--- config.mk ---
export PLATFORM = sky130hd
export DESIGN_NAME = acd_reg_decoder
export DESIGN_NICKNAME = d
export VERILOG_FILES = /design/src/pkg/acd_pkg.sv /design/src/core/acd_sync.sv /design/src/core/acd_byte_regs.sv /design/src/core/acd_reg_decoder.sv
export VERILOG_INCLUDE_DIRS = /design/src /design/src/pkg
export SDC_FILE = /design/constraint.sdc
export NUM_CORES = 1
export LEC_CHECK = 0
export ABC_AREA = 0
export BUFFER_PORTS_ARGS = -buffer_cell sky130_fd_sc_hd__buf_2
export CAP_MARGIN = 15
export CORE_ASPECT_RATIO = 0.75
export CORE_MARGIN = 2
export CORE_UTILIZATION = 54
export CTS_BUF_LIST = sky130_fd_sc_hd__clkbuf_16
export DETAILED_ROUTE_END_ITERATION = 12
export HOLD_SLACK_MARGIN = 0.08
export PLACE_DENSITY = 0.79
export SLEW_MARGIN = 30
export SYNTH_ARGS = -nofsm -noshare
export SYNTH_HDL_FRONTEND = slang
export SYNTH_SLANG_ARGS = --single-unit
--- constraint.sdc ---
create_clock -name ref_clk -period 2.9 [get_ports ref_clk]
set_input_delay 0.145 -clock ref_clk [delete_from_list [all_inputs] [get_ports ref_clk]]
set_output_delay 0.145 -clock ref_clk [all_outputs]
set_load 0.005 [all_outputs]
--- src/pkg/acd_defs.svh ---
`ifndef ACD_DEFS_SVH
`define ACD_DEFS_SVH
// frame and field layout of the serial word
`define ACD_WORD_BITS      16
`define ACD_CNT_W          5
`define ACD_CNT_ZERO       5'h00
`define ACD_CNT_LAST       5'h10
`define ACD_CNT_EDGE15     5'h0f
`define ACD_CNT_RISE14     5'h0e
`define ACD_WR_BIT         15
`define ACD_SEL_HI         14
`define ACD_SEL_LO         13
`define ACD_SEL_CTRL       2'h0
`define ACD_SEL_RANGE_LO   2'h1
`define ACD_SEL_RANGE_HI   2'h2
`define ACD_SEL_SEQ        2'h3
`define ACD_CTRL_MSB       12
`define ACD_CTRL_LSB       1
`define ACD_BYTE_MSB       12
`define ACD_BYTE_LSB       5
// control register fields, within the 12-bit register
`define ACD_CTRL_RESET     12'h000
`define ACD_F_ADDR_MSB     11
`define ACD_F_ADDR_LSB     9
`define ACD_F_MODE_MSB     8
`define ACD_F_MODE_LSB     7
`define ACD_F_PWR_MSB      6
`define ACD_F_PWR_LSB      5
`define ACD_F_CODING       4
`define ACD_F_REF          3
`define ACD_F_SEQA         2
`define ACD_F_SEQB         1
`define ACD_F_WEAK         0
// range and sequence defaults, temperature address and mux input codes
`define ACD_RANGE_RESET    8'h00
`define ACD_SEQ_RESET      8'h00
`define ACD_ADDR_TEMP      3'h7
`define ACD_NEG_VIN7       4'h7
`define ACD_NEG_GND        4'h8
`define ACD_NEG_TEMP       4'h9
`endif

--- src/pkg/acd_pkg.sv ---
package acd_pkg;
  // input arrangement codes
  typedef enum logic [1:0] {
    ACD_MODE_SINGLE = 2'h0,
    ACD_MODE_PSEUDO4 = 2'h1,
    ACD_MODE_DIFF4 = 2'h2,
    ACD_MODE_PSEUDO7 = 2'h3
  } acd_mode_e;
  // power codes
  typedef enum logic [1:0] {
    ACD_PWR_NORMAL = 2'h0,
    ACD_PWR_STANDBY = 2'h1,
    ACD_PWR_AUTOSHUT = 2'h2,
    ACD_PWR_FULLSHUT = 2'h3
  } acd_pwr_e;
  // sequencer operation
  typedef enum logic [1:0] {
    ACD_SEQ_OFF = 2'h0,
    ACD_SEQ_PROG = 2'h1,
    ACD_SEQ_RUN = 2'h2
  } acd_seq_e;
  // frame receiver states, gray along idle-shift-done
  typedef enum logic [1:0] {
    ACD_ST_IDLE = 2'h0,
    ACD_ST_SHIFT = 2'h1,
    ACD_ST_DONE = 2'h3
  } acd_state_e;
endpackage

--- src/core/acd_sync.sv ---
`timescale 1ns/1ps
// two-flop synchroniser for pin inputs
module acd_sync #(
  parameter int W = 1
) (
  // clock and reset
  input  wire logic         ref_clk,
  input  wire logic         sys_rst,
  // async in, sync out
  input  wire logic [W-1:0] din,
  output logic      [W-1:0] dout
);
  logic [W-1:0] meta;

  // first stage read only by second
  always_ff @(posedge ref_clk or posedge sys_rst) begin
    if (sys_rst) begin
      meta <= '0;
      dout <= '0;
    end else begin
      meta <= din;
      dout <= meta;
    end
  end
endmodule

--- src/core/acd_byte_regs.sv ---
`timescale 1ns/1ps
`include "acd_defs.svh"
// range and sequence registers, one write strobe each
module acd_byte_regs (
  // clock and reset
  input  wire logic       ref_clk,
  input  wire logic       sys_rst,
  // write side
  input  wire logic [2:0] wr_en,
  input  wire logic [7:0] wr_data,
  // held contents
  output logic      [7:0] range_lo,
  output logic      [7:0] range_hi,
  output logic      [7:0] seq_mask
);
  logic [7:0] regs [3];

  // one register per strobe
  for (genvar i = 0; i < 3; i++) begin : g_reg
    always_ff @(posedge ref_clk or posedge sys_rst) begin
      if (sys_rst) begin
        regs[i] <= `ACD_RANGE_RESET;
      end else if (wr_en[i]) begin
        regs[i] <= wr_data;
      end
    end
  end

  assign range_lo = regs[0];
  assign range_hi = regs[1];
  assign seq_mask = regs[2];
endmodule

--- src/core/acd_reg_decoder.sv ---
`timescale 1ns/1ps
`include "acd_defs.svh"
// Behaviour
// - a frame is 16 serial clocks; first three bits are write flag and target select
// - write flag 0 leaves all registers unchanged and ignores the frame
// - write with select 00 loads the next 12 bits into control
// - write with select 01 loads 8 bits into range register for channels 0-3
// - write with select 10 loads 8 bits into range register for channels 4-7
// - write with select 11 loads 8 bits into the sequence register
// - control register is 12 bits, write-only, zero after power-up
// - control settings apply from the next conversion on
// - address bits pick next channel, or last channel of a sequencer run
// - mode bits choose single, four pseudo pairs, four diff pairs, seven pseudo
// - pair modes map address to even positive, odd negative, ignore address lsb
// - single uses ground as negative; seven pseudo uses input 7, address 7 is temperature
// - power 11 shuts everything down while keeping control contents
// - power 10 auto-shutdown begins on 15th rising edge of the updating frame
// - power 01 auto-standby keeps reference, begins on 15th rising edge
// - power 00 keeps everything powered
// - coding bit 0 two's complement, 1 straight binary, held for sequences
// - ref bit 1 internal reference, 0 external with internal disabled
// - sequencer flags in control bits 2 and 1 govern sequencing
// - weak bit 1 drives output weakly with next address top bit, else high-z
// - flags 00/11 off, 01 programmed sequence, 10 channel 0 up to address
// - two range bits per channel, 00 is the default range
// - sequence register holds one enable bit per channel, channel 0 first
module acd_reg_decoder (
  // clock and reset
  input  wire logic                 ref_clk,
  input  wire logic                 sys_rst,
  // serial pins
  input  wire logic                 sclk,
  input  wire logic                 cs_n,
  input  wire logic                 din,
  // conversion handshake from the converter core
  input  wire logic                 conv_start,
  // control register and decoded fields
  output logic [11:0]               conversion_control,
  output logic [2:0]                chan_addr,
  output logic                      chan_addr_top,
  output logic                      chan_addr_mid,
  output logic                      chan_addr_low,
  output acd_pkg::acd_mode_e        input_mode,
  output logic [3:0]                vin_pos,
  output logic [3:0]                vin_neg,
  output logic                      temp_sel,
  output logic                      power_sel_hi,
  output logic                      power_sel_lo,
  output acd_pkg::acd_pwr_e         power_mode,
  output logic                      power_down_all,
  output logic                      power_down_keep_ref,
  output logic                      coding_binary,
  output logic                      ref_internal,
  output logic                      sequencer_flag_a,
  output logic                      sequencer_flag_b,
  output acd_pkg::acd_seq_e         seq_op,
  output logic [2:0]                seq_last_chan,
  // range and sequence registers
  output logic [7:0]                range_lo,
  output logic [7:0]                range_hi,
  output logic [7:0]                seq_mask,
  // serial output idle control
  output logic                      dout_weak_o,
  output logic                      dout_weak_oe,
  // frame status
  output logic                      frame_done
);
  logic [2:0]               pins_s;
  logic                     sclk_s;
  logic                     cs_n_s;
  logic                     din_s;
  logic                     sclk_d;
  logic                     fall_edge;
  logic                     rise_edge;
  acd_pkg::acd_state_e      state;
  logic [`ACD_CNT_W-1:0]    bit_cnt;
  logic [`ACD_CNT_W-1:0]    rise_cnt;
  logic [15:0]              shreg;
  logic [15:0]              next_shreg;
  logic                     word_ok;
  logic                     wr_word;
  logic [1:0]               sel;
  logic [2:0]               byte_we;
  logic [11:0]              ctrl_pend;
  logic                     pend_valid;
  logic                     weak_en;
  logic                     ctrl_frame;
  logic                     pd_armed;
  acd_pkg::acd_pwr_e        pend_pwr;

  // pin synchronisation, clock and select carried inverted so reset reads idle high
  acd_sync #(
    .W (3)
  ) u_sync (
    .ref_clk (ref_clk),
    .sys_rst (sys_rst),
    .din     ({~sclk, ~cs_n, din}),
    .dout    (pins_s)
  );
  assign sclk_s = ~pins_s[2];
  assign cs_n_s = ~pins_s[1];
  assign din_s  = pins_s[0];

  // serial clock edge detection on synced copy
  always_ff @(posedge ref_clk or posedge sys_rst) begin
    if (sys_rst) begin
      sclk_d <= 1'b1;
    end else begin
      sclk_d <= sclk_s;
    end
  end
  assign fall_edge = sclk_d & ~sclk_s;
  assign rise_edge = ~sclk_d & sclk_s;

  // shift msb first on falling edges
  assign next_shreg = {shreg[14:0], din_s};

  // frame receiver
  always_ff @(posedge ref_clk or posedge sys_rst) begin
    if (sys_rst) begin
      state    <= acd_pkg::ACD_ST_IDLE;
      bit_cnt  <= `ACD_CNT_ZERO;
      rise_cnt <= `ACD_CNT_ZERO;
      shreg    <= 16'h0000;
    end else begin
      case (state)
        acd_pkg::ACD_ST_IDLE: begin
          bit_cnt  <= `ACD_CNT_ZERO;
          rise_cnt <= `ACD_CNT_ZERO;
          if (!cs_n_s) begin
            state <= acd_pkg::ACD_ST_SHIFT;
          end
        end
        acd_pkg::ACD_ST_SHIFT: begin
          if (cs_n_s) begin
            state <= acd_pkg::ACD_ST_IDLE; // short frame discarded
          end else begin
            if (rise_edge) begin
              rise_cnt <= rise_cnt + 5'h01;
            end
            if (fall_edge) begin
              shreg   <= next_shreg;
              bit_cnt <= bit_cnt + 5'h01;
              if (bit_cnt == `ACD_CNT_EDGE15) begin
                state <= acd_pkg::ACD_ST_DONE;
              end
            end
          end
        end
        acd_pkg::ACD_ST_DONE: begin
          if (cs_n_s) begin
            state <= acd_pkg::ACD_ST_IDLE;
          end
        end
        default: begin
          state <= acd_pkg::ACD_ST_IDLE;
        end
      endcase
    end
  end

  // decode of a completed word
  assign word_ok = (state == acd_pkg::ACD_ST_SHIFT) && !cs_n_s && fall_edge
                   && (bit_cnt == `ACD_CNT_EDGE15);
  assign wr_word = word_ok && next_shreg[`ACD_WR_BIT];
  assign sel     = {next_shreg[`ACD_SEL_HI], next_shreg[`ACD_SEL_LO]};
  assign byte_we = {wr_word && (sel == `ACD_SEL_SEQ),
                    wr_word && (sel == `ACD_SEL_RANGE_HI),
                    wr_word && (sel == `ACD_SEL_RANGE_LO)};
  assign frame_done = word_ok;

  // range and sequence storage
  acd_byte_regs u_bytes (
    .ref_clk  (ref_clk),
    .sys_rst  (sys_rst),
    .wr_en    (byte_we),
    .wr_data  (next_shreg[`ACD_BYTE_MSB:`ACD_BYTE_LSB]),
    .range_lo (range_lo),
    .range_hi (range_hi),
    .seq_mask (seq_mask)
  );

  // pending control word, applied when next conversion starts
  always_ff @(posedge ref_clk or posedge sys_rst) begin
    if (sys_rst) begin
      ctrl_pend  <= `ACD_CTRL_RESET;
      pend_valid <= 1'b0;
    end else if (wr_word && (sel == `ACD_SEL_CTRL)) begin
      ctrl_pend  <= next_shreg[`ACD_CTRL_MSB:`ACD_CTRL_LSB];
      pend_valid <= 1'b1;
    end else if (conv_start) begin
      pend_valid <= 1'b0;
    end
  end

  // active control register
  always_ff @(posedge ref_clk or posedge sys_rst) begin
    if (sys_rst) begin
      conversion_control <= `ACD_CTRL_RESET;
    end else if (conv_start && pend_valid) begin
      conversion_control <= ctrl_pend;
    end
  end

  // output idle state follows the last control write as soon as its frame ends
  always_ff @(posedge ref_clk or posedge sys_rst) begin
    if (sys_rst) begin
      weak_en <= 1'b0;
    end else if (wr_word && (sel == `ACD_SEL_CTRL)) begin
      weak_en <= next_shreg[`ACD_CTRL_LSB + `ACD_F_WEAK];
    end
  end
  assign dout_weak_oe = weak_en && (state != acd_pkg::ACD_ST_SHIFT);
  assign dout_weak_o  = dout_weak_oe && ctrl_pend[`ACD_F_ADDR_MSB];

  // auto power-down timing on the 15th rising edge
  // after 15 falls the header sits one place below its word position
  assign ctrl_frame = (state == acd_pkg::ACD_ST_SHIFT) && !cs_n_s
                      && shreg[`ACD_WR_BIT - 1]
                      && ({shreg[`ACD_SEL_HI - 1], shreg[`ACD_SEL_LO - 1]} == `ACD_SEL_CTRL)
                      && (bit_cnt == `ACD_CNT_EDGE15);
  always_ff @(posedge ref_clk or posedge sys_rst) begin
    if (sys_rst) begin
      pd_armed <= 1'b0;
      pend_pwr <= acd_pkg::ACD_PWR_NORMAL;
    end else if (ctrl_frame && rise_edge && (rise_cnt == `ACD_CNT_RISE14)) begin
      pd_armed <= 1'b1;
      pend_pwr <= acd_pkg::acd_pwr_e'(shreg[`ACD_F_PWR_MSB:`ACD_F_PWR_LSB]); // field index
    end else if (conv_start) begin
      pd_armed <= 1'b0;
    end
  end

  // field decode
  assign chan_addr     = conversion_control[`ACD_F_ADDR_MSB:`ACD_F_ADDR_LSB];
  assign chan_addr_top = chan_addr[2];
  assign chan_addr_mid = chan_addr[1];
  assign chan_addr_low = chan_addr[0];
  assign input_mode    = acd_pkg::acd_mode_e'(
                           conversion_control[`ACD_F_MODE_MSB:`ACD_F_MODE_LSB]);
  assign power_sel_hi  = conversion_control[`ACD_F_PWR_MSB];
  assign power_sel_lo  = conversion_control[`ACD_F_PWR_LSB];
  assign power_mode    = pd_armed ? pend_pwr
                         : acd_pkg::acd_pwr_e'({power_sel_hi, power_sel_lo});
  assign coding_binary = conversion_control[`ACD_F_CODING];
  assign ref_internal  = conversion_control[`ACD_F_REF];
  assign sequencer_flag_a = conversion_control[`ACD_F_SEQA];
  assign sequencer_flag_b = conversion_control[`ACD_F_SEQB];
  assign seq_last_chan = chan_addr;

  // power state: full shutdown keeps register contents
  always_comb begin
    power_down_all      = 1'b0;
    power_down_keep_ref = 1'b0;
    case (power_mode)
      acd_pkg::ACD_PWR_FULLSHUT: power_down_all = 1'b1;
      acd_pkg::ACD_PWR_AUTOSHUT: power_down_all = 1'b1;
      acd_pkg::ACD_PWR_STANDBY:  power_down_keep_ref = 1'b1;
      default:                   power_down_all = 1'b0;
    endcase
  end

  // sequencer operation
  always_comb begin
    case ({sequencer_flag_a, sequencer_flag_b})
      2'h1:    seq_op = acd_pkg::ACD_SEQ_PROG;
      2'h2:    seq_op = acd_pkg::ACD_SEQ_RUN;
      default: seq_op = acd_pkg::ACD_SEQ_OFF;
    endcase
  end

  // input mux mapping
  always_comb begin
    vin_pos  = {1'b0, chan_addr};
    vin_neg  = `ACD_NEG_GND;
    temp_sel = 1'b0;
    case (input_mode)
      acd_pkg::ACD_MODE_DIFF4, acd_pkg::ACD_MODE_PSEUDO4: begin
        vin_pos = {1'b0, chan_addr[2:1], 1'b0};
        vin_neg = {1'b0, chan_addr[2:1], 1'b1};
      end
      acd_pkg::ACD_MODE_PSEUDO7: begin
        vin_neg = `ACD_NEG_VIN7;
        if (chan_addr == `ACD_ADDR_TEMP) begin
          temp_sel = 1'b1;
          vin_pos  = `ACD_NEG_TEMP;
        end
      end
      default: begin
        vin_neg = `ACD_NEG_GND;
      end
    endcase
  end
endmodule

==> results summary, run 1 <==
The flow ran to the end, and the final reports show no timing, DRC or antenna violations. The footprint of the multi-input gates is about 0.0013 mm2. The overall power after layout came out at about 2500 uW. The total detailed-routing wirelength is between 6 and 7 mm.

The achievable frequency is roughly 0.45 GHz. From synthesis to final layout, the design area changed by 18.92%. The number of fill cells in the layout came out at between 500 and 600. Sorting the synthesized cells by area gives the leading types as dfrtp_1 (57%), mux2_2 (20%), buf_4 (3.8%). The power per cell area is roughly 570 mW/mm2. The post-CTS setup buffer count is 0. The number of enable-type register cells in the synthesized netlist came out at 0. The height of the die came out at approximately 76 um.

The antenna diode count came out at 0. The final clock skew came out at between 0.005 and 0.006 ns. The register-to-register path setup slack came out at around 0.68 ns. The area of all placed cells without fillers is 0.004436 mm2. In this run the remaining antenna-violating nets after routing total 0.

The sequential cell area fraction in the yosys report came out at ~58%. The max-capacitance violation count is 0. The most used flip-flop cell after synthesis is dfrtp_1.

TritonCTS built the clock tree. The number of gates given a new drive strength after cts is 0. The clock net sink count came out at 86. Setup repair after global routing left no endpoint under its margin. STA classifies the critical path startpoint as a flop. The root buffer selected by CTS is clkbuf_16. The clock buffer count from CTS came out at 9.

The core outline area came out at ~0.0067 mm2. The clock tree synthesis step divided the H-tree into 3 levels. Sorting the synthesized cells by how often they occur yields dfrtp_1 (85), mux2_2 (67), buf_4 (19). The worst setup path is captured at a flop. For the worst setup path, the data arrival time is approximately 2.4 ns. The synthesized net count came out at 284. The core occupancy in the finished layout came out at between 60% and 70%. The netlist uses 43 different library cells.

Registers take 0.002153 mm2. The worst pin sits at a relative slew slack of between 40% and 50%. The mean post-synth cell area is about 14 um2. The setup path with the least slack is of type flop to flop.

Of all nets on the critical path, the largest fanout is 8. Setup violations remaining at the end of the flow were counted as 0. The count of synthesis-stage warnings from yosys is 0. The iteration-0 DRC count of the detailed router is about 130. The analysis attributes to cell leakage a power of 0.002409 uW. The cell type with the largest total area after synthesis is dfrtp_1. The final worst setup slack is 0.6831 ns. The count of port buffers added during placement came out at 76. The number of hold violations in the final report was 0.

For this run, design rule violations remaining after detail routing come to 0. The first-pass detailed-route iteration total came out at 4. Entering global routing, the biggest net connects 60 pins. The share of flip-flops with an asynchronous set or reset after synthesis is between 90% and 100%. The global placer's final weighted congestion came out at just over 0.8.

The path class of the tightest hold or removal check is flop to flop. Synthesis produced a netlist whose cell count is 272. For the pin with the worst max-slew slack, the measured transition is around 0.76 ns. Clock-pin slew was measured on the worst setup and hold paths at 0.06 ns. After detailed routing, the average wire length per cell comes to ~16 um. The cell area after placement came out at just over 0.004 mm2. The full die area is between 0.007 and 0.008 mm2. The total congestion overflow after global routing is 0. The number of max-slew violations in the final report came out at 0. The top-level I/O count came out at 77. After layout, the worst path uses 76.45% of the clock period. The number of cell rows is 26. The via count of the first global-routing pass is about 2200. For this configuration, the core starts out at a cell density of 55.39%. The first global-routing pass estimated 11.23 mm of wire. The routed layout has between 2000 and 2500 vias. For this run, the post-layout net count is between 300 and 400. The count of state elements after synthesis is 86.

The number of antenna violations at the first check in global routing came out at 0. The setup TNS after final layout is 0 ns. Data on the critical path is required at its endpoint by ~3.1 ns.

The share of layout cells above drive strength 1 is 48.70%. The top cell type by area accounts for between 50% and 60% of the synthesized area. The time the final worst path needs with I/O delays and setup is roughly 2.2 ns. Yosys instantiated no cell more often than dfrtp_1.

In the global route stage, overall resource usage came out at around 19%. The number of vias per cell after detailed routing came out at approximately 5.4. The latest clock arrival within the worst-skew pair came out at about 0.33 ns. The maximum ir drop on the vdd rail is ~370 uV.

The horizontal extent of the die came out at 99.97 um. The total standard cell area after synthesis came out at 0.003730 mm2. The detailed-placement wirelength estimate came out at about 4.6 mm.

The worst setup slack before clock tree synthesis is 0.7127 ns. The clock passes through at most 2 buffers.
-- critical path: stages, from the launching register on --
cell,delay [ns]
dfrtp_1,0.39
ha_1,0.18
and3_1,0.16
ha_1,0.21
nand3_1,0.21
nor4_4,0.56
mux2_2,0.40
-- registers in the layout, indices dropped and copies added, names as in the netlist --
register	flops
ctrl_pend	12
u_bytes.range_lo	8
shreg	15
u_bytes.range_hi	8
pend_valid	1
pd_armed	1
rise_cnt	5
state	2
pend_pwr	2
u_bytes.seq_mask	8
conversion_control	12
bit_cnt	5
sclk_d	1
u_sync.dout	3
u_sync.meta	3
-- logic make-up after synthesis --
family / after synthesis / synth area share (%)
xor+xnor: 1 / 0.2349
buf+inv: 40 / 6.374
mux: 72 / 21.57
fa+ha+maj: 6 / 2.013
simple gates: 46 / 8.320
flops: 86 / 57.73
compound gates: 21 / 3.757
-- final timing paths --
check,from,endpoint,cells past startpoint
hold reg to reg,u_sync.meta[2],u_sync.dout[2],0
setup reg to reg,bit_cnt[0],u_bytes.range_lo[5],6
setup / recovery,bit_cnt[0],u_bytes.range_lo[5],6
min in group asynchronous,sys_rst,conversion_control[2],3
hold / removal,u_sync.meta[2],u_sync.dout[2],0
max in group asynchronous,sys_rst,sclk_d,4
-- cells in the final DEF (no fill, tap or decap), drive strengths merged, types with 5 or more instances in the layout --
| cell type | n |
|---|---|
| a21oi | 5 |
| nand2 | 8 |
| mux2i | 5 |
| o21ai | 5 |
| mux2 | 67 |
| ha | 6 |
| clkbuf | 9 |
| dfrtp | 85 |
| nor2 | 7 |
| dlygate4sd3 | 5 |
| buf | 79 |
| inv | 16 |
-- stage by stage --
stage                     instances  hold slack [ns]
after floorplan                 272           0.1764
after global placement          411           0.1836
after detailed placement        411           0.1892
after CTS                       431           0.3501
after global routing            431           0.3582
final                           431           0.3490
-- routing by layer --
metal	vias up	global-route usage (%)	share of wire (%)
met2	76	28.92	45
met4	0	6.027	1.3
met3	12	6.147	5.7
met1	1133	27.36	48
li1	1096	-	-
met5	-	0	0
-- what timing repair did --
item	in CTS	in global routing
endpoints found under the hold margin	31	0
hold buffers	5	0
setup endpoints to repair	0	0
-- report_power, final --
group | total [uW] | internal [uW] | leakage [uW] | switching [uW]
combinational | 80.1 | 36.7 | 0.00108 | 43.3
sequential | 1260 | 1230 | 0.00118 | 32.3
clock | 1190 | 748 | 0.000152 | 440
-- cell type report --
type	instances	area share (%)
Clock buffer	9	5.078
Clock inverter	6	1.946
Multi-Input combinational cell	146	30.18
Timing Repair Buffer	84	10.49
Sequential cell	86	48.55
Tap cell	84	2.370
Inverter	16	1.382
(Power assumes the default switching activity.)
==> inputs of run 2 (changes only) <==
- clock period: 2.9 -> 2.1 ns (I/O delays scaled with it)
==> run 2 against run 1 <==
Net effect:
- combinational power rose by 40%
- sequential power rose by 38%
- utilization rose by 0.89 points
- critical endpoint is now u_bytes.range_lo[4]
==> results summary, run 2 (synthesized netlist as in run 1, its figures left out) <==
In the final layout, the registers with the most flip-flops are shreg x15, conversion_control x12, ctrl_pend x12. The core outline area is 0.006734 mm2 (unchanged). The first-pass detailed-route iteration total came out at 4 (unchanged). The area occupied by registers came out at 0.002153 mm2 (unchanged). The routed wire length per instance came out at 15.31 um (-3.0%). The critical path is of the flop to flop type. The via total after detailed routing is 2339 (+0.95%). The type of element launching the critical path is a flop.

The post-route DRC violation count is 0 (unchanged). The count of port buffers added during placement came out at 76 (unchanged). The footprint of the multi-input gates came out at 0.001346 mm2 (+0.56%). The number of hold violations in the final report is 0 (unchanged). The clock buffer count from CTS is 9 (unchanged).

The logic depth of the worst register-to-register path came to 7 (+1). The clock power share came out at 45.9% (-1.0 points). The share of layout cells above drive strength 1 is 49.86% (+1.2 points). Among the stages of the critical path, the cell type that occurs most often is ha_1. The power dissipated by switching net loads came out at 747.6 uW (+45%).

The power per cell area is 762.7 mW/mm2 (+34%). The arrival time of data at the critical path endpoint is 2.17 ns (-0.26 ns). The number of max-slew violations in the final report is 0 (unchanged).

The area of all placed cells without fillers is 0.004496 mm2 (+1.4%). The worst stage delay on the critical path is 0.39 ns (-0.17 ns). The flow ran to the end, and the final reports show no timing, DRC or antenna violations.

The slew of the pin with the lowest slew margin is 0.5197 ns (-0.2363 ns). The number of H-tree branching levels came out at 3 (unchanged). The first-pass GRT wire length was 11.16 mm (-0.55%). The part of the total power dissipated in sequential elements was 50.9% (+1.0 points).

The maximum ir drop on the vdd rail came out at 470.2 uV (+28%). The time the final worst path needs with I/O delays and setup came out at 1.956 ns (-0.2611 ns). The overall track demand over capacity in global routing came out at 19.08% (-0.29 points). The antenna diode count is 0 (unchanged).

The cell area after placement came to 0.004139 mm2 (+1.6%). The number of cell rows came out at 26 (unchanged). The full die area came out at 0.007595 mm2 (unchanged). The height of the die came out at 75.98 um (unchanged).

TritonCTS built the clock tree. The non-filler instance count after layout came out at 437 (+1.4%). The horizontal extent of the die is 99.97 um (unchanged). The total detailed-routing wirelength is 6.692 mm (-1.6%). The source of the worst register-to-register timing path is bit_cnt[0]. The root buffer selected by CTS is clkbuf_16. The total congestion overflow after global routing is 0 (unchanged).

The library cell used most frequently in the layout, excluding fill and tap cells, is dfrtp_1. The number of vias per cell after detailed routing is 5.352 (-0.44%). The number of nets with antenna violations after detailed routing came out at 0 (unchanged). The top cell types in the final layout, fill and taps aside, are dfrtp_1 (85), buf_2 (76), mux2_2 (67), inv_1 (16), clkbuf_16 (9).

The global placer's final weighted congestion is 0.7925 (-3.5%). The achievable frequency came out at 0.5113 GHz (+13%). Setup repair after global routing left no endpoint under its margin. The share of power burned in combinational logic is 3.3% (about the same). The initial core utilization is 55.39% (unchanged). The final net count came out at 360 (+1.4%). The number of flip-flops in the largest register is 15 (unchanged). The final setup violation count came out at 0 (unchanged).

The post-route clock period utilization came to 93.13% (+17 points). The class of the tightest hold or removal check is input pin to async pin. The leakage component of the power was 0.002434 uW (+1.0%). The internal power is 2681 uW (+33%). The number of fill cells in the layout came out at 494 (-2.4%). The highest-delay cell along the critical path is dfrtp_1.

The post-CTS setup buffer count came to 0 (unchanged). The detailed-placement wirelength estimate is 4.667 mm (+1.6%). The clock net sink count was 86 (unchanged). The top-level I/O count was 77 (unchanged). The critical path required time is 2.32 ns (-0.80 ns).

The worst slew margin relative to its limit is 65.27% (+16 points). The post-CTS clock slew at the launch and capture registers of the worst setup and hold paths came out at 0.06 ns (about the same). The overall power after layout came to 3429 uW (+35%). The via count of the first global-routing pass is 2211 (-0.32%).

The iteration-0 DRC count of the detailed router came out at 92 (-30%). The switching portion of total power came to 21.81% (+1.5 points). The maximum number of buffers from clock root to sink is 2 (unchanged). The area growth from synthesis to final layout came out at 20.53%.

The maximum fanout along the worst path came to 6 (-2). The worst setup path is captured at a flop. The number of antenna violations at the first check in global routing is 0 (unchanged). The register-to-register path setup slack came out at 0.14 ns (-0.54 ns). The pin count of the biggest net entering global routing came out at 45 (-25%). The max-capacitance violation count came to 0 (unchanged).

The latest clock arrival within the worst-skew pair is 0.34 ns (about the same). The worst register-to-register path ends at u_bytes.range_lo[4]. The final clock skew came out at 0.005166 ns (-0.00004322 ns).

Traced cell by cell, the critical path runs through ha_1, and3_1, ha_1, nand3_2, nor4_4, buf_4, mux2_2. Counting flops per register, the top entry is shreg. The post-placement cell count came out at 416 (+1.2%).
run 2: changes by cell type in the layout (fill, tap and decap cells not counted):
cell | before | now
and4_1 | 2 | 1
and4_4 | 0 | 1
buf_12 | 1 | 3
buf_4 | 2 | 5
bufinv_16 | 2 | 1
clkinv_2 | 3 | 1
clkinvlp_4 | 1 | 3
inv_1 | 15 | 16
inv_8 | 0 | 1
nand3_1 | 3 | 2
nand3_2 | 0 | 1
run 2: timing repair:
item | in CTS | in global routing
cloned | 0 | 0
hold buffers | 5 | 0
endpoints found under the setup margin | 14 | 13
pin swaps | 0 | 2
hold endpoints to repair | 26 | 0
resized for setup | 2 | 1
run 2: area by class of cell:
| class | instances | share of cell area (%) |
|---|---|---|
| Sequential cell | 86 | 47.90 |
| Tap cell | 84 | 2.338 |
| Multi-Input combinational cell | 146 | 29.95 |
| Clock inverter | 7 | 1.642 |
| Inverter | 16 | 1.419 |
| Timing Repair Buffer | 89 | 11.75 |
| Clock buffer | 9 | 5.010 |
run 2: metrics by stage:
step / utilization, % / hold WS (ns) / TNS (ns) / setup WS (ns)
6_report: 66.76 / 0.3522 / 0 / 0.1442
5_1_grt: 66.76 / 0.3630 / 0 / 0.05351
4_1_cts: 66.74 / 0.3512 / 0 / 0.05020
3_5_place_dp: 61.46 / 0.1709 / -0.03041 / -0.01110
3_3_place_gp: 61.46 / 0.1762 / 0 / 0.04867
2_1_floorplan: - / 0.1364 / 0 / 0.1076
run 2: worst max-delay path: cells and delay by family (launching register included):
kind          cells  cell delay [ns]
fa+ha+maj         2             0.36
mux               1             0.34
simple gates      3             0.54
buf+inv           1             0.21
flops             1             0.39
run 2: worst max-delay path by stage:
stage | startpoint | to | cells past startpoint
after floorplan | bit_cnt[0] | ctrl_pend[0] | 7
after global placement | bit_cnt[0] | u_bytes.range_hi[1] | 6
after detailed placement | bit_cnt[0] | u_bytes.range_hi[0] | 6
after CTS | bit_cnt[0] | u_bytes.range_lo[4] | 7
after global routing | bit_cnt[0] | u_bytes.range_lo[3] | 7
final | bit_cnt[0] | u_bytes.range_lo[4] | 7
run 2: power by group through the flow:
stage	registers, uW	clock network [uW]	logic, uW
detailed placement	1770	0	109
CTS	1740	1610	116
global route	1750	1690	129
global placement	1770	0	105
finish	1740	1570	112
floorplan	1760	0	79.8
run 2: metal layers:
metal / share of wire, % / global-route usage [%]
met4: 1.3 / 5.890
met5: 0 / 0
met3: 6.2 / 7.339
met2: 45 / 27.64
met1: 47 / 26.94
==> inputs of run 3 (changes only) <==
- CORE_UTILIZATION: 54 -> 55
- CTS_BUF_LIST: sky130_fd_sc_hd__clkbuf_16 -> sky130_fd_sc_hd__clkbuf_4 sky130_fd_sc_hd__clkbuf_8
- PLACE_DENSITY: 0.79 -> 0.8
==> run 3 against run 2 <==
Net effect:
- via count is 0.90% higher
- clock-buffer cell count is 2 higher
- design area is 2.4% lower
- sequential power hardly changed
==> results summary, run 3 (synthesized netlist as in run 1, its figures left out) <==
The number of fill cells in the layout came to 478 (-3.2%). The overall power after layout came to 2858 uW (-17%). The leakage component of the power is 0.002386 uW (-2.0%).

The clock net sink count came out at 86 (unchanged). The final net count came out at 363 (+0.83%). The switching portion of total power is 22.94% (+1.1 points). The reg-to-reg critical path endpoint is ctrl_pend[2]. The final setup violation count is 0 (unchanged). The maximum fanout along the worst path came out at 13 (+7). The power dissipated by switching net loads came out at 655.5 uW (-12%).

The arrival time of data at the critical path endpoint is 2.22 ns (+0.05 ns). The number of H-tree branching levels is 3 (unchanged). The power per cell area is 651.0 mW/mm2 (-15%). The logic depth of the worst register-to-register path came to 7 (unchanged). The clock power share was 34.6% (-11 points). The type of element launching the critical path is a flop.

The via total after detailed routing is 2360 (+0.90%). The first-pass detailed-route iteration total is 4 (unchanged). The post-route DRC violation count is 0 (unchanged).

The post-CTS clock slew at the launch and capture registers of the worst setup and hold paths came out at 0.08 ns (+0.02 ns). The routed wire length per instance is 16.80 um (+9.7%). The clock tree from TritonCTS is done. The library cell used most frequently in the layout, excluding fill and tap cells, is dfrtp_1. The number of vias per cell after detailed routing came out at 5.413 (+1.1%). The achievable frequency is 0.5036 GHz (-1.5%). The latest clock arrival within the worst-skew pair is 0.35 ns (about the same). The slew of the pin with the lowest slew margin came to 0.6947 ns (+0.1750 ns). The overall track demand over capacity in global routing came out at 20.68% (+1.6 points). The critical path required time came out at 2.34 ns (+0.02 ns). The timing startpoint of the critical path is bit_cnt[1]. The core outline area is 0.006444 mm2 (-4.3%). The number of hold violations in the final report is 0 (unchanged). The max-capacitance violation count came out at 0 (unchanged). The number of flip-flops in the largest register is 15 (unchanged). The first-pass GRT wire length is 11.73 mm (+5.1%). The time the final worst path needs with I/O delays and setup is 1.986 ns (+0.02999 ns). The run finished with clean final reports. The global placer's final weighted congestion was 0.7586 (-4.3%). The internal power is 2202 uW (-18%). The post-placement cell count is 415 (-0.24%).

The initial core utilization is 57.88% (+2.5 points). The register-to-register path setup slack is 0.11 ns (-0.03 ns). The timing endpoint of the critical path is ctrl_pend[2].

The worst hold slack came to 0.3525 ns (+0.0002600 ns). The number of cell rows came to 25 (-3.8%). The number of nets with antenna violations after detailed routing is 0 (unchanged). The post-route clock period utilization is 94.56% (+1.4 points). The iteration-0 DRC count of the detailed router came to 99 (+7.6%).

The detailed-placement wirelength estimate came out at 5.189 mm (+11%). The clock buffer count from CTS came out at 9 (unchanged). The count of port buffers added during placement came to 76 (unchanged). The number of cells traversed by the worst hold path came out at 0. The worst setup path is captured at a flop. The root buffer selected by CTS is clkbuf_8. The height of the die came out at 75.32 um (-0.87%). The via count of the first global-routing pass came to 2309 (+4.4%).

The non-filler instance count after layout is 436 (-0.23%). The total congestion overflow after global routing came out at 0 (unchanged). The tightest min-delay check is of the flop to flop type. The largest registers in the layout are shreg x15, conversion_control x12, ctrl_pend x12.

Leaving out fill and tap cells, the most frequent cells in the layout are dfrtp_1 (85), buf_2 (76), mux2_2 (67), inv_1 (15), clkbuf_8 (9). The number of max-slew violations in the final report is 0 (unchanged). The antenna diode count came to 0 (unchanged). The core occupancy in the finished layout is 68.12% (+1.4 points). The maximum number of buffers from clock root to sink is 2 (unchanged). The top-level I/O count is 77 (unchanged). The worst slew margin relative to its limit is 53.59% (-12 points). Relative to the synthesized area, the layout overhead comes to 17.68%. The pin count of the biggest net entering global routing came out at 31 (-31%). The maximum ir drop on the vdd rail came out at 441.3 uV (-6.1%). The total detailed-routing wirelength came to 7.326 mm (+9.5%). The full die area is 0.007463 mm2 (-1.7%). The part of the total power dissipated in sequential elements came to 61.1% (+10 points). The worst register-to-register path begins at bit_cnt[1]. The register ranked first by flip-flop count is shreg.

The critical path in this run is classified as flop to flop. The horizontal extent of the die came to 99.09 um (-0.88%). The final clock skew came out at 0.009173 ns (+0.004007 ns). The share of power burned in combinational logic came to 4.2% (+0.9 points).

The number of antenna violations at the first check in global routing is 0 (unchanged). The share of layout cells above drive strength 1 came out at 50.14% (+0.28 points).
==> run 3: cell types whose count changed in the layout (fill, tap and decap cells not counted), moves of 2 or more <==
cell,delta
buf_4,+2
clkbuf_16,-9
clkbuf_4,+2
clkbuf_8,+9
==> run 3: worst min path at each step <==
| stage | start | end |
|---|---|---|
| 5_1_grt | u_sync.meta[1] | u_sync.dout[1] |
| 3_5_place_dp | din | u_sync.meta[0] |
| 3_3_place_gp | din | u_sync.meta[0] |
| 4_1_cts | u_sync.meta[1] | u_sync.dout[1] |
| 6_report | u_sync.meta[0] | u_sync.dout[0] |
| 2_1_floorplan | din | u_sync.meta[0] |
==> run 3: layout make-up <==
class,instances,area (um2),area share [%]
tap,81,101.3,2.309
sequential,86,2153,49.06
clock buffer,11,138.9,3.164
timing repair buffer,92,563.0,12.83
inverter,16,63.81,1.454
clock inverter,4,25.02,0.5701
multi-input combinational,146,1344,30.62
==> run 3: power groups by stage <==
stage	clock network (uW)	registers, uW	logic (uW)
detailed placement	0	1780	114
global placement	0	1770	109
finish	990	1750	121
CTS	1020	1750	122
global route	1100	1750	136
floorplan	0	1760	79.8
==> run 3: layer usage <==
layer / share of wire [%] / vias to the layer above / track usage [%]
li1: - / 1099 / -
met2: 49 / 55 / 31.61
met1: 46 / 1199 / 29.54
met5: 0 / - / 0
met3: 4.4 / 7 / 7.064
met4: 0.60 / 0 / 4.110
==> run 3: what timing repair did <==
action	4_1_cts	5_1_grt
gates resized for setup	0	1
hold buffers	5	0
setup buffers	0	1
setup endpoints to repair	0	20
hold endpoints to repair	32	0
==> run 3: worst max-delay path: stages, from the launching register on <==
cell	delay (ns)
dfrtp_1	0.37
ha_1	0.17
and3_1	0.17
ha_1	0.20
nand3_2	0.14
nor4_4	0.30
buf_12	0.18
mux2_2	0.34
==> run 3: per-stage QoR <==
| step | worst slack (ns) | instance area (um2) | TNS, ns |
|---|---|---|---|
| final | 0.1142 | 4389 | 0 |
| after global routing | -0.005654 | 4389 | -0.009367 |
| after CTS | 0.02204 | 4377 | 0 |
| after detailed placement | 0.04012 | 4163 | 0 |
| after global placement | 0.1156 | 4163 | 0 |
| after floorplan | 0.1076 | 3734 | 0 |
